### config.mk
export PLATFORM = sky130hd
export DESIGN_NAME = spat_top
export DESIGN_NICKNAME = d
export VERILOG_FILES = /design/src/include/spat_pkg.sv /design/src/include/spat_if.sv /design/src/hw/spat_top.sv /design/src/hw/spat_baud.sv
export VERILOG_INCLUDE_DIRS = /design/src /design/src/include
export SDC_FILE = /design/constraint.sdc
export NUM_CORES = 1
export LEC_CHECK = 0
export ABC_CLOCK_PERIOD_IN_PS = 2400
export BUFFER_PORTS_ARGS = -buffer_cell sky130_fd_sc_hd__buf_2
export CORE_AREA = 8 8 162 164
export DETAILED_ROUTE_END_ITERATION = 6
export DIE_AREA = 0 0 170 172
export HOLD_SLACK_MARGIN = 0.05
export PLACE_DENSITY_LB_ADDON = 0.25
export SYNTH_ARGS = -nofsm -noshare
export SYNTH_HDL_FRONTEND = slang
export SYNTH_SLANG_ARGS = --single-unit
### constraint.sdc
create_clock -name clk_i -period 2.4 [get_ports clk_i]
set_clock_uncertainty 0.1 [all_clocks]
set_input_delay 0.12 -clock clk_i [delete_from_list [all_inputs] [get_ports clk_i]]
set_output_delay 0.12 -clock clk_i [all_outputs]
set_load 0.03 [all_outputs]
### src/include/spat_defs.svh
// Purpose: Offsets, field positions, reset values for the serial port
// Assumes: 32-bit classic Wishbone, byte addresses, one word per register
// Notes: Definitions only
`ifndef SPAT_DEFS_SVH
`define SPAT_DEFS_SVH

// ==========================================================
// Register byte offsets
`define SPAT_OFF_CTRL 8'h00
`define SPAT_OFF_STAT 8'h04
`define SPAT_OFF_TXD 8'h08
`define SPAT_OFF_RXD 8'h0C
`define SPAT_OFF_BAUD 8'h10

// ==========================================================
// Control register fields
`define SPAT_C_SERIAL_PORT_ENABLE 0
`define SPAT_C_TRANSMIT_ENABLE_BIT 1
`define SPAT_C_SYNC 2
`define SPAT_C_POL 3
`define SPAT_C_NINE 4
`define SPAT_C_SINGLE_RECEIVE_ENABLE 5
`define SPAT_C_CONTINUOUS_RECEIVE_ENABLE 6
`define SPAT_C_TRANSMIT_IRQ_ENABLE 7

// ==========================================================
// Status register fields
`define SPAT_S_TRANSMIT_BUFFER_EMPTY_FLAG 0
`define SPAT_S_RXRDY 1
`define SPAT_S_OVERRUN_ERROR_FLAG 2
`define SPAT_S_RECEIVED_NINTH_BIT 3
`define SPAT_S_TBUSY 4

// ==========================================================
// Reset values and character lengths
`define SPAT_BAUD_RST 16'h0363
`define SPAT_LAST8 4'h7
`define SPAT_LAST9 4'h8
`define SPAT_FIFO_FULL 2'h2

`endif

### src/include/spat_pkg.sv
// Purpose: Types shared by the serial port modules
// Assumes: Constants live in spat_defs.svh
// Notes: Gray-coded transmit states
package spat_pkg;

  // ==========================================================
  // Transmit sequencer states, Gray along idle-start-data-stop
  typedef enum logic [1:0] {
    SPAT_TX_IDLE = 2'h0,
    SPAT_TX_START = 2'h1,
    SPAT_TX_DATA = 2'h3,
    SPAT_TX_STOP = 2'h2
  } spat_tx_st_t;

endpackage : spat_pkg

### src/include/spat_if.sv
// Purpose: Link between a baud divider and its user
// Assumes: One clock domain
// Notes: tick is a one-cycle strobe
`timescale 1ns/1ps
interface spat_if;
  logic clr; // Restart the divider
  logic [15:0] div; // Period minus one
  logic tick; // End of one period

  modport gen (input clr, input div, output tick);
  modport user (output clr, output div, input tick);
endinterface : spat_if

### src/hw/spat_top.sv
// Purpose: Serial port, async transmitter and sync master receiver
// Assumes: Classic Wishbone slave, 100 MHz clk_i, sync reset
// Notes: Pin levels leave through flip-flops, one cycle behind the logic
//
// Notes on behaviour
// - Idle mark, start space, 8/9 data, stop mark
// - Each transmitted bit lasts one baud period
// - Data bits least significant first
// - Independent directions, shared format and baud
// - No hardware parity; ninth bit carries it
// - Async transmit needs enable, async, port on
// - Port enable drives the clock pin out
// - Transmit enable raises buffer-empty flag
// - Write starts sending; empty shifter loads at once
// - Queued char loads after stop, within cycle
// - Polarity bit inverts async idle and data
// - Empty flag set unless shifter busy and queued
// - Empty flag valid second cycle after write
// - Interrupt enable only gates the request
// - Sync master receive releases the data pin
// - Single or continuous enable starts reception
// - Single receive: one character, then cleared
// - Continuous clear stops clock, drops partial
// - Both set: single clears after first
// - Sample data on trailing clock edge
// - Two-deep buffer, ready flag while unread
// - Third char when full: overrun, blocks reception
// - Ninth bit of top entry shown as status
//
// The Wishbone interface to the registers and the register addresses were left to the implementer.
`timescale 1ns/1ps
`include "spat_defs.svh"
module spat_top (
  input wire logic clk_i,
  input wire logic rst_i,
  input wire logic cyc_i,
  input wire logic stb_i,
  input wire logic we_i,
  input wire logic [7:0] adr_i,
  input wire logic [3:0] sel_i,
  input wire logic [31:0] dat_i,
  output logic [31:0] dat_o,
  output logic ack_o,
  output logic transmit_clock_pin_o,
  output logic transmit_clock_pin_oe_o,
  output logic receive_data_pin_o,
  output logic receive_data_pin_oe_o,
  input wire logic receive_data_pin_i,
  output logic tx_request_o
);

  // ==========================================================
  // State of the whole block
  typedef struct packed {
    logic ack; // Bus answer
    logic [31:0] dat; // Read data held with ack
    logic serial_port_enable; // Port on
    logic transmit_enable_bit; // Transmitter on
    logic sync; // Clocked mode select
    logic polarity_select_bit; // Async output inversion
    logic nine; // Nine-bit characters, both directions
    logic single_receive_enable; // One character
    logic continuous_receive_enable; // Run until cleared
    logic transmit_irq_enable; // Request gate
    logic [15:0] baud; // Shared divisor
    logic [8:0] thr; // Transmit holding register
    logic thr_full; // Character queued
    spat_pkg::spat_tx_st_t tx_st; // Transmit sequencer
    logic [8:0] transmit_shift_register; // Transmit shift register
    logic [3:0] tbit; // Data bits sent
    logic transmit_buffer_empty_flag; // Transmit buffer empty flag
    logic txreq; // Gated request
    logic rx_m; // Pin synchroniser, first stage
    logic rx_s; // Pin synchroniser, second stage
    logic ck; // Generated receive clock
    logic [3:0] rbit; // Data bits sampled
    logic [8:0] receive_shift_register; // Receive shift register
    logic [1:0][8:0] fifo; // Receive buffer, entry 0 on top
    logic [1:0] cnt; // Unread characters
    logic overrun_error_flag; // Overrun error flag
    logic ovr_cont; // Overrun seen in continuous mode
    logic pin; // Clock/transmit pin level
    logic pin_oe; // Clock/transmit pin driven
  } spat_st_t;

  spat_st_t s_q;
  spat_st_t s_d;

  spat_if tx_b (); // Transmit baud divider
  spat_if rx_b (); // Receive clock divider

  // ==========================================================
  // Baud dividers, one per direction but one divisor
  spat_baud u_tx_baud (
    .clk_i(clk_i),
    .rst_i(rst_i),
    .b(tx_b)
  );

  spat_baud u_rx_baud (
    .clk_i(clk_i),
    .rst_i(rst_i),
    .b(rx_b)
  );

  logic tx_on; // Async transmitter active
  logic rx_on; // Sync master receiver active

  assign tx_on = s_q.serial_port_enable & s_q.transmit_enable_bit & ~s_q.sync;
  assign rx_on = s_q.serial_port_enable & s_q.sync & ~s_q.overrun_error_flag
               & (s_q.single_receive_enable | s_q.continuous_receive_enable);

  assign tx_b.div = s_q.baud;
  assign rx_b.div = s_q.baud;
  // Idle sequencer holds the divider so the start bit gets a full period
  assign tx_b.clr = (s_q.tx_st == spat_pkg::SPAT_TX_IDLE);
  // Dropping enable stops the clock at once
  assign rx_b.clr = ~rx_on;

  // ==========================================================
  // Outputs straight from flip-flops
  assign dat_o = s_q.dat;
  assign ack_o = s_q.ack;
  assign transmit_clock_pin_o = s_q.pin;
  assign transmit_clock_pin_oe_o = s_q.pin_oe;
  assign receive_data_pin_o = 1'b0;
  assign receive_data_pin_oe_o = 1'b0;
  assign tx_request_o = s_q.txreq;

  // ==========================================================
  // Next state
  always_comb begin
    logic take; // Effect cycle of a bus access
    logic wr; // Write in effect
    logic pop; // Receive data read
    logic line; // Async line level before inversion
    logic done; // Character complete
    logic [3:0] last; // Index of final data bit
    logic [8:0] shifted; // Receive shifter after sample
    logic [8:0] chr; // Completed character
    logic [31:0] rdv; // Read value
    take = 1'b0;
    wr = 1'b0;
    pop = 1'b0;
    line = 1'b1;
    done = 1'b0;
    last = `SPAT_LAST8;
    shifted = 9'h000;
    chr = 9'h000;
    rdv = 32'h0000_0000;
    s_d = s_q;

    // Common character length for both directions
    if (s_q.nine) begin
      last = `SPAT_LAST9;
    end

    // Bus: answer one cycle after the request, act while ack stands
    take = cyc_i & stb_i & s_q.ack;
    wr = take & we_i;
    s_d.ack = cyc_i & stb_i & ~s_q.ack;
    pop = take & ~we_i & (adr_i == `SPAT_OFF_RXD) & (s_q.cnt != 2'h0);

    // Read mux, unmapped reads zero
    unique case (adr_i)
      `SPAT_OFF_CTRL: begin
        rdv[`SPAT_C_SERIAL_PORT_ENABLE] = s_q.serial_port_enable;
        rdv[`SPAT_C_TRANSMIT_ENABLE_BIT] = s_q.transmit_enable_bit;
        rdv[`SPAT_C_SYNC] = s_q.sync;
        rdv[`SPAT_C_POL] = s_q.polarity_select_bit;
        rdv[`SPAT_C_NINE] = s_q.nine;
        rdv[`SPAT_C_SINGLE_RECEIVE_ENABLE] = s_q.single_receive_enable;
        rdv[`SPAT_C_CONTINUOUS_RECEIVE_ENABLE] = s_q.continuous_receive_enable;
        rdv[`SPAT_C_TRANSMIT_IRQ_ENABLE] = s_q.transmit_irq_enable;
      end
      `SPAT_OFF_STAT: begin
        rdv[`SPAT_S_TRANSMIT_BUFFER_EMPTY_FLAG] = s_q.transmit_buffer_empty_flag;
        rdv[`SPAT_S_RXRDY] = (s_q.cnt != 2'h0);
        rdv[`SPAT_S_OVERRUN_ERROR_FLAG] = s_q.overrun_error_flag;
        rdv[`SPAT_S_RECEIVED_NINTH_BIT] = s_q.fifo[0][8];
        rdv[`SPAT_S_TBUSY] = (s_q.tx_st != spat_pkg::SPAT_TX_IDLE);
      end
      `SPAT_OFF_TXD: rdv[8:0] = s_q.thr;
      `SPAT_OFF_RXD: rdv[7:0] = s_q.fifo[0][7:0];
      `SPAT_OFF_BAUD: rdv[15:0] = s_q.baud;
      default: rdv = 32'h0000_0000;
    endcase
    if (cyc_i && stb_i && !s_q.ack) begin
      s_d.dat = rdv;
    end

    // ========================================================
    // Async transmitter
    if (!tx_on) begin
      s_d.tx_st = spat_pkg::SPAT_TX_IDLE;
      s_d.thr_full = 1'b0; // Disabling drops a queued character
    end else begin
      unique case (s_q.tx_st)
        spat_pkg::SPAT_TX_IDLE: begin
          if (s_q.thr_full) begin
            s_d.transmit_shift_register = s_q.thr;
            s_d.thr_full = 1'b0;
            s_d.tbit = 4'h0;
            s_d.tx_st = spat_pkg::SPAT_TX_START;
          end
        end
        spat_pkg::SPAT_TX_START: begin
          if (tx_b.tick) begin
            s_d.tx_st = spat_pkg::SPAT_TX_DATA;
          end
        end
        spat_pkg::SPAT_TX_DATA: begin
          if (tx_b.tick) begin
            s_d.transmit_shift_register = {1'b0, s_q.transmit_shift_register[8:1]};
            s_d.tbit = s_q.tbit + 4'h1;
            if (s_q.tbit == last) begin
              s_d.tx_st = spat_pkg::SPAT_TX_STOP;
            end
          end
        end
        spat_pkg::SPAT_TX_STOP: begin
          if (tx_b.tick) begin
            if (s_q.thr_full) begin
              // Back to back: load in the stop's final cycle, no gap
              s_d.transmit_shift_register = s_q.thr;
              s_d.thr_full = 1'b0;
              s_d.tbit = 4'h0;
              s_d.tx_st = spat_pkg::SPAT_TX_START;
            end else begin
              s_d.tx_st = spat_pkg::SPAT_TX_IDLE;
            end
          end
        end
      endcase
    end

    // Line level for the current bit
    unique case (s_q.tx_st)
      spat_pkg::SPAT_TX_START: line = 1'b0;
      spat_pkg::SPAT_TX_DATA: line = s_q.transmit_shift_register[0];
      spat_pkg::SPAT_TX_IDLE, spat_pkg::SPAT_TX_STOP: line = 1'b1;
    endcase

    // Holding register write; a full register is overwritten
    if (wr && (adr_i == `SPAT_OFF_TXD) && sel_i[0]) begin
      s_d.thr[7:0] = dat_i[7:0];
      if (sel_i[1]) begin
        s_d.thr[8] = dat_i[8];
      end
      s_d.thr_full = tx_on;
    end

    // Flag follows the registered holding state, so it settles late
    s_d.transmit_buffer_empty_flag = s_q.transmit_enable_bit & ~s_q.thr_full;
    s_d.txreq = s_q.transmit_buffer_empty_flag & s_q.transmit_irq_enable;

    // ========================================================
    // Sync master receiver
    s_d.rx_m = receive_data_pin_i;
    s_d.rx_s = s_q.rx_m;
    shifted = {s_q.rx_s, s_q.receive_shift_register[8:1]};
    if (!rx_on) begin
      s_d.ck = 1'b0;
      s_d.rbit = 4'h0;
    end else if (rx_b.tick) begin
      if (!s_q.ck) begin
        s_d.ck = 1'b1; // Leading edge
      end else begin
        s_d.ck = 1'b0;
        s_d.receive_shift_register = shifted;
        s_d.rbit = s_q.rbit + 4'h1;
        if (s_q.rbit == last) begin
          s_d.rbit = 4'h0;
          done = 1'b1;
        end
      end
    end

    // Align the character to bit 0
    chr = s_q.nine ? shifted : {1'b0, shifted[8:1]};

    // Pop the top entry first, then push
    if (pop) begin
      s_d.fifo[0] = s_q.fifo[1];
      s_d.cnt = s_q.cnt - 2'h1;
    end

    // Overrun clears by read in single mode, by disable otherwise
    if (s_q.overrun_error_flag && (!s_q.serial_port_enable
        || (s_q.ovr_cont ? !s_q.continuous_receive_enable : pop))) begin
      s_d.overrun_error_flag = 1'b0;
    end

    if (done) begin
      s_d.single_receive_enable = 1'b0;
      if (s_d.cnt == `SPAT_FIFO_FULL) begin
        s_d.overrun_error_flag = 1'b1;
        s_d.ovr_cont = s_q.continuous_receive_enable;
      end else begin
        s_d.fifo[s_d.cnt[0]] = chr;
        s_d.cnt = s_d.cnt + 2'h1;
      end
    end

    // Port off empties the buffer
    if (!s_q.serial_port_enable) begin
      s_d.cnt = 2'h0;
    end

    // ========================================================
    // Control and baud writes, after hardware so a set wins
    if (wr && (adr_i == `SPAT_OFF_CTRL) && sel_i[0]) begin
      s_d.serial_port_enable = dat_i[`SPAT_C_SERIAL_PORT_ENABLE];
      s_d.transmit_enable_bit = dat_i[`SPAT_C_TRANSMIT_ENABLE_BIT];
      s_d.sync = dat_i[`SPAT_C_SYNC];
      s_d.polarity_select_bit = dat_i[`SPAT_C_POL];
      s_d.nine = dat_i[`SPAT_C_NINE];
      s_d.single_receive_enable = dat_i[`SPAT_C_SINGLE_RECEIVE_ENABLE];
      s_d.continuous_receive_enable = dat_i[`SPAT_C_CONTINUOUS_RECEIVE_ENABLE];
      s_d.transmit_irq_enable = dat_i[`SPAT_C_TRANSMIT_IRQ_ENABLE];
    end
    if (wr && (adr_i == `SPAT_OFF_BAUD)) begin
      if (sel_i[0]) begin
        s_d.baud[7:0] = dat_i[7:0];
      end
      if (sel_i[1]) begin
        s_d.baud[15:8] = dat_i[15:8];
      end
    end

    // ========================================================
    // Pin: clock in sync mode, data line otherwise
    if (s_q.sync) begin
      s_d.pin = s_q.ck;
    end else begin
      s_d.pin = line ^ s_q.polarity_select_bit;
    end
    s_d.pin_oe = s_q.serial_port_enable;
  end

  // ==========================================================
  // Single register for all state
  always_ff @(posedge clk_i) begin
    if (rst_i) begin
      s_q <= '0;
      s_q.baud <= `SPAT_BAUD_RST;
      s_q.pin <= 1'b1; // Mark level
    end else begin
      s_q <= s_d;
    end
  end

endmodule : spat_top

### src/hw/spat_baud.sv
// Purpose: Baud period divider
// Assumes: div is steady while running
// Notes: Period is div+1 clocks; tick is combinational from the count
`timescale 1ns/1ps
module spat_baud (
  input wire logic clk_i,
  input wire logic rst_i,
  spat_if.gen b
);

  // ==========================================================
  // State
  typedef struct packed {
    logic [15:0] cnt; // Cycles into the period
  } spat_baud_st_t;

  spat_baud_st_t s_q;
  spat_baud_st_t s_d;

  // Tick on last cycle of the period; held off while cleared
  assign b.tick = (s_q.cnt == b.div) & ~b.clr;

  // ==========================================================
  // Next count
  always_comb begin
    s_d = s_q;
    if (b.clr || b.tick) begin
      s_d.cnt = 16'h0000; // Restart, keeps each period exact
    end else begin
      s_d.cnt = s_q.cnt + 16'h0001;
    end
  end

  // Register
  always_ff @(posedge clk_i) begin
    if (rst_i) begin
      s_q <= '0;
    end else begin
      s_q <= s_d;
    end
  end

endmodule : spat_baud

# Word level (Yosys, flattened, before mapping)
# Cells that the tools add are included.
[word_totals]
input_bits = 50
out_inout_bits = 38
reg_bits = 140
wordCells = 164
[op_classes]
addsub = 6
eq_ne = 20
order_cmp = 2
n_reduce_logical = 37
muxes = 37
n_bitwise = 28
[op_table]
columns = ["operator", "count"]
rows = [
  ["13-bit case mux with 3 select lines", 1],
  ["16-bit by 1-bit adder with 16-bit output (second input constant)", 2],
  ["16-bit == test", 2],
  ["15-bit 2-to-1 mux", 2],
  ["13-bit 2-to-1 mux", 2],
  ["5-bit case mux with 5 select lines", 1],
  ["11-bit 2-to-1 mux", 2],
  ["18-bit bitwise mux", 1],
  ["9-bit 2-to-1 mux", 2],
  ["1-bit AND", 16],
  ["8-bit by 4-bit == test with 1-bit output (second input constant)", 2],
  ["16-bit 2-to-1 mux", 1],
  ["2-bit AND reduction", 7],
  ["3-bit case mux with 4 select lines", 1],
  ["2-bit OR reduction", 6],
  ["1-bit 2-to-1 mux", 11],
  ["1-bit NOT", 10],
  ["9-bit demux with 1-bit select", 1],
  ["1-bit logical AND", 9],
  ["4-bit by 1-bit adder with 4-bit output (second input constant)", 2],
  ["4-bit == test", 2],
  ["8-bit by 3-bit == test with 1-bit output (second input constant)", 1],
  ["8-bit by 5-bit == test with 1-bit output (second input constant)", 1],
  ["8-bit logical NOT", 1],
  ["27 further kinds", 44],
]

# Longest topological paths before layout
# Gate-level depths: netlist (run 1).
[logic_depth]
word_depth = 13
depth_mapped = 10
ltp_nobuf = 9

# Hierarchy
# Synthesis (run 1) repeated with hierarchy kept, for this count alone.
[hier_totals]
cells_unflattened = 776
area_unflattened_um2 = 7040.5
[modules_own_cells]
columns = ["module", "seq_area_each_um2", "n_inst", "cells_per_inst", "area_per_inst_um2"]
rows = [
  ["spat_top", 2142.1, 1, 570, 5203.7],
  ["spat_baud", 320.3, 2, 103, 918.4],
]

# Least setup slack after synthesis (run 1)
# No wires, ideal clock.
[synth_timing]
path_kind = "reg-to-reg"
startpoint = "register s_q, in the netlist ack_o"
endpoint = "register s_q[11] (netlist name)"
slack_ps = -40
period_less_slack_ps = 2440
setup_time_ps = 121
path_buffers = 1
t_arrival_ps = 2219
stages_incl_launch_ff = 9
t_required_ps = 2179
path_cell_list = "dfxtp_1 > and3_1 > nand4_1 > xnor2_2 > inv_1 > ha_1 > or3_1 > buf_6 > mux2_4"
[synth_between]
elab_chain_cells = 12
word_cells_on_any_way = 14
cone_classes = "order compare: 2; eq/ne: 1; mux: 6; bitwise: 4; reduce/logical: 1"
[synth_lines]
columns = ["item", "line_no", "text"]
rows = [
  ["start: declaration", "spat_top.sv:86", "spat_st_t s_q;"],
  ["1-bit AND *", "spat_top.sv:159", "take = cyc_i & stb_i & s_q.ack;"],
  ["1-bit AND * (3 in series)", "spat_top.sv:162", "pop = take & ~we_i & (adr_i == `SPAT_OFF_RXD) & (s_q.cnt != 2'h0);"],
  ["11-bit 2-to-1 mux *", "spat_top.sv:283", "if (pop) begin"],
  ["1-bit by 2-bit < comparator with 1-bit output (implied by the code) / 1-bit >= comparator (equally long branches)", "spat_top.sv:300", "s_d.fifo[s_d.cnt[0]] = chr;"],
  ["1-bit logical AND (implied by the code)", "spat_top.sv:300", ""],
  ["9-bit 2-to-1 mux (implied by the code)", "spat_top.sv:300", ""],
  ["9-bit demux with 1-bit select", "spat_top.sv:300", ""],
  ["18-bit bitwise mux", "spat_top.sv:300", ""],
  ["11-bit 2-to-1 mux", "spat_top.sv:296", "if (s_d.cnt == `SPAT_FIFO_FULL) begin"],
  ["13-bit 2-to-1 mux *", "spat_top.sv:294", "if (done) begin"],
]
# Every way passes the cells marked *; elsewhere a longest branch is shown, timed or not.
# A chain may end at the register's enable or synchronous reset.

# Worst setup path in the final report (run 1)
[layout_timing]
startpoint = "register s_q, in the netlist rx_b.div[0]"
endpoint = "register s_q[12] (netlist name)"
[layout_between]
elab_chain_cells = 5
[layout_lines]
columns = ["item", "line_no", "text"]
rows = [
  ["16-bit == test", "spat_baud.sv:21", "assign b.tick = (s_q.cnt == b.div) & ~b.clr;"],
  ["1-bit AND", "spat_baud.sv:21", ""],
  ["1-bit 2-to-1 mux", "spat_top.sv:265", "end else if (rx_b.tick) begin"],
  ["1-bit 2-to-1 mux", "spat_top.sv:262", "if (!rx_on) begin"],
  ["13-bit 2-to-1 mux", "spat_top.sv:294", ""],
]
# Every way passes these cells.

==> results.txt, run 1 <==
CTS built an H-tree with a depth of 4. The hold violation count in the final report came out at 0. After synthesis, the most frequently instantiated cells are dfxtp_1, nor2_1, nand2_1. The register clock-pin slew on the reported worst setup and hold paths came out at 60 ps. The DRC violation total after the first TritonRoute iteration came out at 330.

The total track usage is 0.132. The average size of a mapped cell came out at about 8.7 um^2. The netlist uses 62 different library cells.

The wire length reported by the detailed router came out at roughly 19,000 um. Timing would allow up to ~0.44 GHz. On the critical path the largest part of the delay comes from simple AND/OR/NAND/NOR gates. The type of the worst setup path is register to register. The warning count from the yosys run came out at 0. Dividing the final minimum period by the clock period gives 0.942. The routed layout has between 5,000 and 6,000 vias. The clock tree from TritonCTS is yes. The depth of the worst register-to-register path is 6. The post-synthesis instance total is a little under 800.

The mapped netlist covers between 0.006 and 0.007 mm^2. Yosys instantiated no cell more often than dfxtp_1. The placed wire-length estimate after detailed placement came out at 14,200 um. The post-placement cell area is between 0.007 and 0.008 mm^2. The global route total overflow is 0.

Of all flip-flops after synthesis, the portion carrying an async set or reset was 0. In this run the power density over the cells is around 610 mW/mm^2. The count of buffers inserted at the top-level ports is 51. The clock net sink count is between 100 and 150. In the post-synthesis netlist, the biggest area contributors are dfxtp_1, mux2i_1, nor2_1. The area added between synthesis and finish came out at 24.0%. The endpoint required time on the critical path is ~2600 ps.

The analysis attributes to cell leakage a power of ~3.3 nW. The worst setup path is captured at a register. The initial antenna violation count is 0.

The worst hold slack came out at 73.1 ps. The finished cells cover about 0.0084 mm^2. The clock period minus final worst setup slack is 2260 ps. The startpoint identified for the worst hold timing path is rst_i.

The number of nets in the finished design came out at about 940. The number of antenna diodes is 0. The row count is between 50 and 60. The total clock buffers created by CTS is 17. The maximum buffer depth of the clock tree came out at 2. The area of the die is ~0.029 mm^2.

The clock latency on the worst-skew pair came out at between 400 and 500 ps. Setup violations remaining at the end of the flow were counted as 0. After detailed routing, the average wire length per cell comes to 15.6 um.

The startpoint identified for the worst register-to-register timing path is rx_b.div[0]. The flow ran to the end, and the final reports show no timing, DRC or antenna violations. The largest single stage delay on the critical path is between 400 and 500 ps. The highest ir drop seen on vdd is between 0.0004 and 0.0005 V. The via density per instance is about 4.6. Along the worst path, the maximum fanout reaches 6. The slowest stage of the critical path is the or3_4 cell. The share of the Yosys chip area taken by registers is 0.411.

The worst max-slew margin expressed relative to the limit came out at 0.625. The cell taking the most area after synthesis is dfxtp_1. For hold timing, the worst endpoint is s_q[5].

In this run the standard cell core region covers ~0.024 mm^2. The endpoint identified for the worst register-to-register timing path is s_q[12]. The last weighted congestion value of the routability-driven placer is between 0.7 and 0.8. Of the cells placed in the final design, the portion with a size suffix greater than 1 is 0.207. The die height came out at around 170 um. The post-route DRC violation count came out at 0. Setup repair after global routing could not meet its margin everywhere.

The count of maximum capacitance violations came out at 0. The path type of the worst min-delay path is input port to register. The cell sitting at the root of the clock tree is a clkbuf_16. Yosys mapped a number of flops with a built-in enable equal to 0. The critical path data arrival time is about 2500 ps. The global-route wire length before repair is between 20,000 and 30,000 um. The area share of the largest cell type after synthesis is 0.411. The slew of the pin with the lowest slew margin is 556 ps. The count of pins over their slew limit is 0. The effective utilization at floorplan came out at 0.284. The pin count of the biggest net entering global routing is slightly below 50. The signal on the critical path passes through xnor2_1, nand4_1, nor4_4, nand3_2, or3_4, mux2_4. The count of buffering cells on the critical path with inverters included is 0. The hold path depth came out at 4. The count of pins on the block boundary is 88. The first detailed-routing pass ran for 4 iterations. Once layout is complete, the utilization of the core stands at 0.353. The via count of the first global-routing pass is roughly 5,300.

The count of antenna-violating nets left after detailed routing came out at 0. The worst-case register-to-register setup slack is 140 ps. The width of the chip is around 170 um. For this run, the leading register cell type out of synthesis is dfxtp_1. The kind of launch point of the worst setup path is a register. The flip-flop and latch count after synthesis is roughly 140.
-- flip-flops by register name (all words and copies together) (netlist names) --
| name | cells |
|---|---|
| transmit_clock_pin_oe_o | 1 |
| ack_o | 1 |
| dat_o | 16 |
| tx_request_o | 1 |
| rx_b.div | 16 |
| u_tx_baud.s_q | 16 |
| s_d | 2 |
| s_q | 69 |
| transmit_clock_pin_o | 1 |
| u_rx_baud.s_q | 16 |
-- per-layer routing --
metal	share of wire	GRT usage	up-vias
met5	0	0	-
met4	0.0079	0.0381	0
met3	0.049	0.0324	10
met2	0.47	0.214	103
met1	0.48	0.172	2583
li1	-	-	2830
-- how the worst max path moves through the flow --
stage	start	end	slack, ps	cells after the start
detailed placement	adr_i[4]	s_q[12]	-90	9
global route	s_q[56]	s_q[52]	-10	9
global placement	adr_i[4]	s_q[11]	5	9
floorplan	s_q[4]	s_q[11]	60	10
finish	rx_b.div[0]	s_q[12]	140	6
CTS	rx_b.div[15]	s_q[54]	40	8
-- power breakdown --
| group | switching (mW) | total [mW] | internal (mW) |
|---|---|---|---|
| clock | 1.01 | 2.59 | 1.58 |
| combinational | 0.151 | 0.222 | 0.0708 |
| sequential | 0.00371 | 2.32 | 2.31 |
| total | 1.17 | 5.13 | 3.96 |
-- cell type report --
class	count	area [um^2]
timing repair buffer	136	958
clock buffer	21	460
tap	324	405
clock inverter	10	118
fill	2513	15400
inverter	14	52.6
multi-input combinational	567	3620
sequential	139	2790
-- metrics by stage --
| stage | instances | worst slack, ps | setup TNS, ps | power (mW) |
|---|---|---|---|---|
| 2_1_floorplan | 792 | 61.2 | 0 | 2.51 |
| 3_3_place_gp | 1161 | 4.93 | 0 | 2.57 |
| 3_5_place_dp | 1161 | -85.2 | -713 | 2.57 |
| 4_1_cts | 1210 | 38.4 | 0 | 5.20 |
| 5_1_grt | 1211 | -13.2 | -30.2 | 5.31 |
| 6_report | 1211 | 139 | 0 | 5.13 |
-- what timing repair did --
action | in CTS | in global routing
setup endpoints to repair | 9 | 19
hold endpoints to repair | 34 | 0
pin swaps | 0 | 5
hold buffers | 18 | 0
gates resized for setup | 1 | 13
buffers inserted | 0 | 1
-- logic make-up after synthesis --
family | after synthesis | share of synthesized area
simple gates | 304 | 0.213
flops | 139 | 0.411
compound gates | 100 | 0.0938
buf+inv | 86 | 0.0694
mux | 75 | 0.116
xor+xnor | 60 | 0.0787
fa+ha+maj | 10 | 0.0185
other cells | 1 | 0.000553
-- worst reg2reg max path, delay by kind of cell, from the launching register on --
family	cells	cell delay, ps
simple gates	4	1180
mux	1	310
flops	1	420
xor+xnor	1	150
-- layout by cell type (no fill, tap or decap), drive strengths merged, types with 4 or more instances in the layout --
cell	synthesis	layout
mux2	14	14
xnor2	24	24
nand2	84	84
a211oi	10	10
a21oi	44	44
or3	7	7
and4	4	4
o21ai	13	13
dfxtp	139	139
nand2b	5	5
ha	10	10
nor2	101	101
nor2b	8	8
or2	9	9
inv	14	15
dlygate4sd3	0	18
buf	43	118
conb	1	18
clkinvlp	0	4
nand4	15	15
mux2i	61	61
nor3	6	6
nor4	8	8
clkbuf	29	21
a22oi	4	4
xor2	36	36
nand3	35	35
and3	9	9
No activity file was read; power rests on OpenSTA's default activity.
==> run 2: changes to the inputs <==
--- a/config.mk
+++ b/config.mk
@@ -6,13 +6,15 @@
 export SDC_FILE = /design/constraint.sdc
 export NUM_CORES = 1
 export LEC_CHECK = 0
+export ABC_AREA = 1
 export ABC_CLOCK_PERIOD_IN_PS = 2400
 export BUFFER_PORTS_ARGS = -buffer_cell sky130_fd_sc_hd__buf_2
-export CORE_AREA = 8 8 162 164
+export CORE_AREA = 8 8 168 170
 export DETAILED_ROUTE_END_ITERATION = 6
-export DIE_AREA = 0 0 170 172
+export DIE_AREA = 0 0 176 178
 export HOLD_SLACK_MARGIN = 0.05
-export PLACE_DENSITY_LB_ADDON = 0.25
+export MAX_ROUTING_LAYER = met4
+export PLACE_DENSITY = 0.56
 export SYNTH_ARGS = -nofsm -noshare
 export SYNTH_HDL_FRONTEND = slang
 export SYNTH_SLANG_ARGS = --single-unit
==> run 2 against run 1 <==
Combinational power fell by 3%; non-clock buffer count fell by 41; wire length rose by 7.9%; first-iteration DRC count rose by 62%; power rose by 1.2%; largest cell class unchanged; largest power group unchanged.
==> results.txt, run 2 <==
The placed wire-length estimate after detailed placement came out at 15,200 um (was 14,200 um). The first-pass iteration count of the detailed router is 5 (was 4). The total clock buffers created by CTS came out at 17 (unchanged).

The clock latency on the worst-skew pair is 430 ps (about the same). The depth of the worst register-to-register path came out at 11 (was 6). The upper clock frequency limit is 0.465 GHz (was 0.442 GHz). The share of final-layout standard cells stronger than drive strength 1 is 0.125 (was 0.207). The final setup violation count came out at 0 (unchanged). The startpoint of the most critical register-to-register path was s_q[4] (was rx_b.div[0]). The hold violation count in the final report is 0 (unchanged). The post-route DRC violation count is 0 (unchanged). Most frequent cells after synthesis: nand2_1, nor2_1, dfxtp_1 (was dfxtp_1, nor2_1, nand2_1).

The most common cell after layout, fill and taps aside is nand2_1 (was dfxtp_1). The cell leakage power came out at 3.83 nW (was 3.29 nW). The endpoint required time on the critical path was 2620 ps (was 2610 ps).

The critical path capture point type is a register (unchanged). The most frequently used flop master after synthesis is dfxtp_1 (unchanged). The type of the worst setup path is register to register (unchanged). The slowest library cell on the worst path is dfxtp_1 (was or3_4).

The register ranked first by flip-flop count is s_q (unchanged). The clock net sink count came out at 139 (unchanged). The count of pins on the block boundary is 88 (unchanged). The register clock-pin slew on the reported worst setup and hold paths is 60 ps (about the same).

The path type of the worst min-delay path is input port to register (unchanged). The highest fanout seen on the critical path was 18 (was 6). The width of the chip came out at 176 um (was 170 um). Worst path cell trace: inv_1, ha_1, nor3_4, nand3_1, nand2_1, inv_1, ha_1, nor2_2, nand3_4, nor2_1, nor2_1 (was xnor2_1, nand4_1, nor4_4, nand3_2, or3_4, mux2_4). The slew of the pin with the lowest slew margin came out at 818 ps (was 556 ps). The final routed wire length divided by cell count came out at 13.4 um (was 15.6 um). The power per standard cell area is 604 mW/mm^2 (was 610 mW/mm^2). Setup repair after global routing missed its margin: false (was true).

The total number of vias came to 6,857 (was 5,526). The number of antenna diodes came out at 0 (unchanged). The portion of netlist area occupied by mux cells was 0 (was 0.116).

The biggest cell delay along the critical path came to 330 ps (was 470 ps). The worst-case register-to-register setup slack came out at 250 ps (was 140 ps). The area fraction in and, or, nand and nor cells after synthesis is 0.317 (was 0.213).

The total area of sequential cells came out at 0.00278 mm^2 (was 0.00279 mm^2). The start point of the worst min-delay path was adr_i[0] (was rst_i). The proportion of register bits with asynchronous set or reset after synthesis is 0 (unchanged). The xor/xnor share of the synthesized area came out at 0.0133 (was 0.0787). The floorplan core area came out at 0.0256 mm^2 (was 0.0238 mm^2).

The area of the mapped netlist was 0.00726 mm^2 (was 0.00678 mm^2). The clock tree from TritonCTS is yes (unchanged). The highest ir drop seen on vdd came out at 0.000453 V (was 0.000424 V). The total track usage is 0.136 (was 0.132). The effective utilization at floorplan was 0.283 (was 0.284).

The adder-cell share of the synthesized area came to 0.0172 (was 0.0185). The pin count of the biggest net entering global routing is 46 (was 49). The kind of launch point of the worst setup path is a register (unchanged).

The global-route wire length before repair came to 33,300 um (was 29,800 um). The critical path data arrival time is 2370 ps (was 2470 ps). The total negative slack is 0 ps (unchanged). The post-CTS setup repair buffer count is 0 (unchanged).

The DRC violation total after the first TritonRoute iteration is 535 (was 330). The flip-flop and latch count after synthesis is 139 (unchanged). The maximum buffer depth of the clock tree is 2 (unchanged). The die height is 178 um (was 172 um). The fraction of the yosys area taken by sequential cells was 0.383 (was 0.411).

The via count of the first global-routing pass is 6,416 (was 5,280). The number of synthesized flops with an enable pin came out at 0 (unchanged). The multi-input gate area in the final layout is 0.00356 mm^2 (was 0.00362 mm^2). The area added between synthesis and finish came out at 18.4% (was 24.0%). The post-placement cell area is 0.00779 mm^2 (was 0.00759 mm^2). Most frequent cells in the layout: nand2_1, nor2_1, dfxtp_1 (was dfxtp_1, nor2_1, nand2_1). The initial antenna violation count is 0 (unchanged). The via density per instance is 4.52 (was 4.56). The capture endpoint of the worst hold path was s_q[63] (was s_q[5]).

The count of antenna-violating nets left after detailed routing is 0 (unchanged). The clock period minus final worst setup slack came out at 2150 ps (was 2260 ps). The number of nets in the finished design is 1,230 (was 935). The main combinational cell family by area after synthesis is simple AND/OR/NAND/NOR gates (unchanged). The final cell area excluding filler cells came out at 0.00860 mm^2 (was 0.00841 mm^2).

The count of maximum capacitance violations came out at 0 (unchanged). The average size of a mapped cell came out at 6.56 um^2 (was 8.74 um^2). The capturing point of the worst reg2reg path was s_q[8] (was s_q[12]). The fill cell instance count of the final layout came to 2,775 (was 2,513). The depth of the CTS H-tree is 4 (unchanged). The worst max-slew margin expressed relative to the limit came to 0.450 (was 0.625).

Largest cells by area after synthesis: dfxtp_1, nand2_1, nor2_1 (was dfxtp_1, mux2i_1, nor2_1). The post-synthesis instance total came to 1,107 (was 775). The row count was 59 (was 57).

The cell with the most instances after synthesis is nand2_1 (was dfxtp_1). The hold path depth is 5 (was 4). The global route total overflow came out at 0 (unchanged). The flip-flop count of the largest register, all copies and words added came out at 69 (unchanged). The unique cell type count in the Yosys netlist came out at 43 (was 62). The count of buffers inserted at the top-level ports is 51 (unchanged). The area share of the largest cell type after synthesis is 0.383 (was 0.411). The area of the die came to 0.0313 mm^2 (was 0.0292 mm^2). The complex-gate fraction of the synthesized area came out at 0.133 (was 0.0938).

The wire length reported by the detailed router came out at 20,400 um (was 18,900 um). The cell taking the most area after synthesis is dfxtp_1 (unchanged). The warning count from the yosys run is 0 (unchanged). Status: complete, no violations (unchanged).

The final critical-path share of the clock period came out at 0.896 (was 0.942). The cell chosen for the clock root is clkbuf_16 (unchanged). The count of pins over their slew limit is 0 (unchanged).

The last weighted congestion value of the routability-driven placer came to 0.818 (was 0.797).
[run 2: cell count changes in the layout (fill, tap and decap cells not counted), sizes merged, moves of 14 or more]
cell / previous run / this run
xnor2: 24 / 1
mux2i: 61 / 0
nor2: 101 / 157
xor2: 36 / 10
nand2: 84 / 277
mux2: 14 / 0
nor3: 6 / 25
o21ai: 13 / 85
buf: 118 / 74
a21oi: 44 / 79
inv: 15 / 158
nand3: 35 / 53
[run 2: worst max-delay path by stage]
stage                      start       to  slack (ps)  cells past startpoint
after floorplan            ack_o  s_q[10]          70                     12
after global placement    s_q[4]   s_q[9]         220                     11
after detailed placement  s_q[4]   s_q[8]         140                     11
after CTS                 s_q[4]   s_q[8]         120                     11
after global routing      s_q[4]  s_q[10]           4                     12
final                     s_q[4]   s_q[8]         250                     11
[run 2: kinds of logic (layout without fill, tap and decap cells)]
logic type / after synthesis / after routing
other cells: 1 / 18
buf+inv: 223 / 282
compound gates: 183 / 183
flops: 139 / 139
xor+xnor: 11 / 11
fa+ha+maj: 10 / 10
simple gates: 540 / 540
[run 2: critical path: cells and delay by family (launching register included)]
family	cells	cell delay (ps)
AND/OR/NAND/NOR	7	1000
adder cells (fa/ha/maj)	2	470
flip-flops	1	330
buffers and inverters	2	140
[run 2: report_power, final]
part | internal, mW | total [mW] | leakage, nW | switching, mW
clock network | 1.55 | 2.66 | 0.277 | 1.11
logic | 0.0675 | 0.215 | 2.43 | 0.148
registers | 2.32 | 2.32 | 1.12 | 0.00568
total | 3.93 | 5.19 | 3.83 | 1.26
[run 2: layout make-up]
type / count / share of cell area
clock buffers: 17 / 0.0495
multi-input cells: 762 / 0.414
clock inverters: 15 / 0.0192
well taps: 335 / 0.0487
repair buffers: 95 / 0.0771
inverters: 155 / 0.0677
flip-flops and latches: 139 / 0.324
[run 2: stage by stage]
stage          std cells  power (mW)  setup slack [ps]  hold slack (ps)  utilization
2_1_floorplan       1124        2.51              73.6              124            -
3_3_place_gp        1465        2.56               223              236        0.304
3_5_place_dp        1465        2.56               136              237        0.304
4_1_cts             1518        5.25               116             71.2        0.335
5_1_grt             1518        5.37              4.23              102        0.336
6_report            1518        5.19               250             67.7        0.336
[run 2: routing by layer]
layer / global-route usage / share of wire
met5: - / 0
met4: 0.0378 / 0.012
met3: 0.0277 / 0.043
met2: 0.212 / 0.46
met1: 0.178 / 0.49
[run 2: what timing repair did]
item,4_1_cts,5_1_grt
setup endpoints to repair,0,9
hold buffers,21,0
endpoints found under the hold margin,43,0
gates resized for setup,0,2
==> run 3: changes to the inputs <==
--- a/config.mk
+++ b/config.mk
@@ -6,12 +6,12 @@
 export SDC_FILE = /design/constraint.sdc
 export NUM_CORES = 1
 export LEC_CHECK = 0
-export ABC_AREA = 1
 export ABC_CLOCK_PERIOD_IN_PS = 2400
 export BUFFER_PORTS_ARGS = -buffer_cell sky130_fd_sc_hd__buf_2
-export CORE_AREA = 8 8 168 170
+export CORE_AREA = 8 8 162 164
+export CTS_BUF_LIST = sky130_fd_sc_hd__clkbuf_8
 export DETAILED_ROUTE_END_ITERATION = 6
-export DIE_AREA = 0 0 176 178
+export DIE_AREA = 0 0 170 172
 export HOLD_SLACK_MARGIN = 0.05
 export MAX_ROUTING_LAYER = met4
 export PLACE_DENSITY = 0.56
==> run 3 against run 2 <==
Design area decreased by 5.3%; via count decreased by 19%; clock-buffer cell count increased by 1; power decreased by 13%; non-clock buffer count increased by 31; worst setup slack got worse by 120 ps.
==> results.txt, run 3 (synthesis results as in run 1) <==
The register clock-pin slew on the reported worst setup and hold paths came to 80 ps (was 60 ps). The flip-flop count of the largest register, all copies and words added came out at 69 (unchanged). The via count of the first global-routing pass came out at 5,365 (was 6,416). The number of nets in the finished design is 925 (was 1,230). The post-placement cell count was 1,151 (was 1,465). The worst max-slew margin expressed relative to the limit came out at 0.372 (was 0.450). The effective utilization at floorplan came out at 0.284 (was 0.283). The hold violation count in the final report is 0 (unchanged). The floorplan core area is 0.0238 mm^2 (was 0.0256 mm^2).

The placed wire-length estimate after detailed placement is 13,700 um (was 15,200 um). The register ranked first by flip-flop count was s_q (unchanged). The cell chosen for the clock root was clkbuf_8 (was clkbuf_16).

The first-pass iteration count of the detailed router came out at 5 (unchanged). The clock tree from TritonCTS was yes (unchanged). The count of maximum capacitance violations came to 0 (unchanged). The initial antenna violation count is 0 (unchanged). The final critical-path share of the clock period was 0.948 (was 0.896).

Status: complete, no violations (unchanged). Setup repair after global routing missed its margin: false (unchanged). The global route total overflow came out at 0 (unchanged). The final design utilization came out at 0.342 (was 0.336). The count of pins on the block boundary was 88 (unchanged). The area of the die is 0.0292 mm^2 (was 0.0313 mm^2). The row count was 57 (was 59). The start point of the worst min-delay path was sel_i[0] (was adr_i[0]). The fill cell instance count of the final layout is 2,508 (was 2,775). The power per standard cell area came out at 554 mW/mm^2 (was 604 mW/mm^2). The capture endpoint of the worst hold path is s_q[66] (was s_q[63]). The global-route wire length before repair came out at 29,200 um (was 33,300 um).

The post-route DRC violation count was 0 (unchanged). The hold path depth came out at 6 (was 5). The highest fanout seen on the critical path was 5 (was 18). The wire length reported by the detailed router is 18,400 um (was 20,400 um). The total number of vias came out at 5,557 (was 6,857). The path type of the worst min-delay path was input port to register (unchanged). The type of the worst setup path is register to register (unchanged). The total clock buffers created by CTS is 17 (unchanged). The number of standard cells in the layout, taps in and fillers out is 1,200 (was 1,518). The post-CTS setup repair buffer count came to 0 (unchanged). The number of antenna diodes was 0 (unchanged).

The final routed wire length divided by cell count came out at 15.3 um (was 13.4 um). The upper clock frequency limit came out at 0.440 GHz (was 0.465 GHz). The pin count of the biggest net entering global routing is 84 (was 46).

The post-placement cell area was 0.00752 mm^2 (was 0.00779 mm^2). The clock latency on the worst-skew pair is 450 ps (was 430 ps). Most frequent cells in the layout: dfxtp_1, nor2_1, nand2_1 (was nand2_1, nor2_1, dfxtp_1). The cell leakage power is 3.17 nW (was 3.83 nW). The startpoint of the most critical register-to-register path is s_q[4] (unchanged).

The slew of the pin with the lowest slew margin was 942 ps (was 818 ps). The share of final-layout standard cells stronger than drive strength 1 is 0.195 (was 0.125). The critical path capture point type was a register (unchanged).

The total track usage is 0.132 (was 0.136). The DRC violation total after the first TritonRoute iteration came out at 385 (was 535). The most common cell after layout, fill and taps aside is dfxtp_1 (was nand2_1).

The count of pins over their slew limit is 0 (unchanged). The area added between synthesis and finish came to 20.2% (was 18.4%). The maximum buffer depth of the clock tree came to 2 (unchanged). The kind of launch point of the worst setup path is a register (unchanged). The capturing point of the worst reg2reg path is s_q[11] (was s_q[8]). The clock net sink count came out at 139 (unchanged).

The final setup violation count came to 0 (unchanged). The depth of the worst register-to-register path came to 9 (was 11). The depth of the CTS H-tree came to 4 (unchanged). The die height came out at 172 um (was 178 um).

The via density per instance came out at 4.63 (was 4.52). The clock period minus final worst setup slack is 2270 ps (was 2150 ps). The count of buffers inserted at the top-level ports is 51 (unchanged). The count of antenna-violating nets left after detailed routing came to 0 (unchanged). The final cell area excluding filler cells came to 0.00815 mm^2 (was 0.00860 mm^2). The highest ir drop seen on vdd is 0.000310 V (was 0.000453 V). The worst-case register-to-register setup slack is 130 ps (was 250 ps).

The last weighted congestion value of the routability-driven placer came out at 0.852 (was 0.818). The critical path data arrival time came to 2510 ps (was 2370 ps). The endpoint required time on the critical path is 2640 ps (was 2620 ps).

The width of the chip is 170 um (was 176 um).
-- run 3: changes by cell type in the layout (fill, tap and decap cells not counted), sizes merged, moves of 19 or more --
cell / change
buf: +33
nor3: -19
nand2: -193
inv: -143
o21ai: -72
mux2i: +61
nor2: -56
xnor2: +23
a21oi: -35
xor2: +26
-- run 3: per-stage QoR --
step | total power [mW] | TNS (ps) | worst slack [ps] | hold slack, ps
after CTS | 4.57 | 0 | 64.7 | 74.3
after detailed placement | 2.57 | -640 | -97.5 | 241
final | 4.51 | 0 | 126 | 104
after global placement | 2.57 | 0 | 15.8 | 243
after floorplan | 2.51 | 0 | 61.2 | 148
after global routing | 4.68 | 0 | 10.5 | 117
-- run 3: layout make-up --
class	count	area, um^2	share of cell area
sequential	139	2790	0.342
clock buffer	18	248	0.0304
timing repair buffer	126	890	0.109
tap	324	405	0.0498
clock inverter	12	149	0.0183
inverter	14	52.6	0.00645
multi-input combinational	567	3610	0.444
-- run 3: how the worst max path moves through the flow --
| stage | startpoint | slack (ps) | end | cells after the start |
|---|---|---|---|---|
| floorplan | s_q[4] | 60 | s_q[11] | 10 |
| global placement | adr_i[0] | 20 | s_q[10] | 10 |
| detailed placement | adr_i[0] | -100 | s_q[6] | 10 |
| CTS | rx_b.div[9] | 60 | s_q[22] | 8 |
| global route | rx_b.div[7] | 10 | s_q[33] | 7 |
| finish | s_q[4] | 130 | s_q[11] | 9 |
-- run 3: timing repair --
item                                    in CTS  in global routing
pin swaps                                    0                  3
resized for setup                            1                 11
endpoints found under the hold margin       37                  0
hold buffers                                19                  0
endpoints found under the setup margin       5                 24
-- run 3: worst max-delay path, cell delays in order, from the launching register on --
cell and delay, ps:
dfxtp_2 330, inv_1 40, ha_1 210, nor2_1 110
nand4_1 210, xnor2_2 200, inv_1 60, ha_2 190
or3_4 420, mux2_4 310
-- run 3: metal layers --
metal	vias up	share of wire	global-route usage
li1	2798	-	-
met1	2617	0.48	0.167
met3	19	0.039	0.0263
met2	123	0.46	0.207
met4	0	0.021	0.0458
met5	-	0	-
-- run 3: power breakdown --
part	internal (mW)	switching [mW]	leakage [nW]
Clock	1.04	0.935	0.193
Sequential	2.31	0.00370	1.12
Combinational	0.0711	0.151	1.85
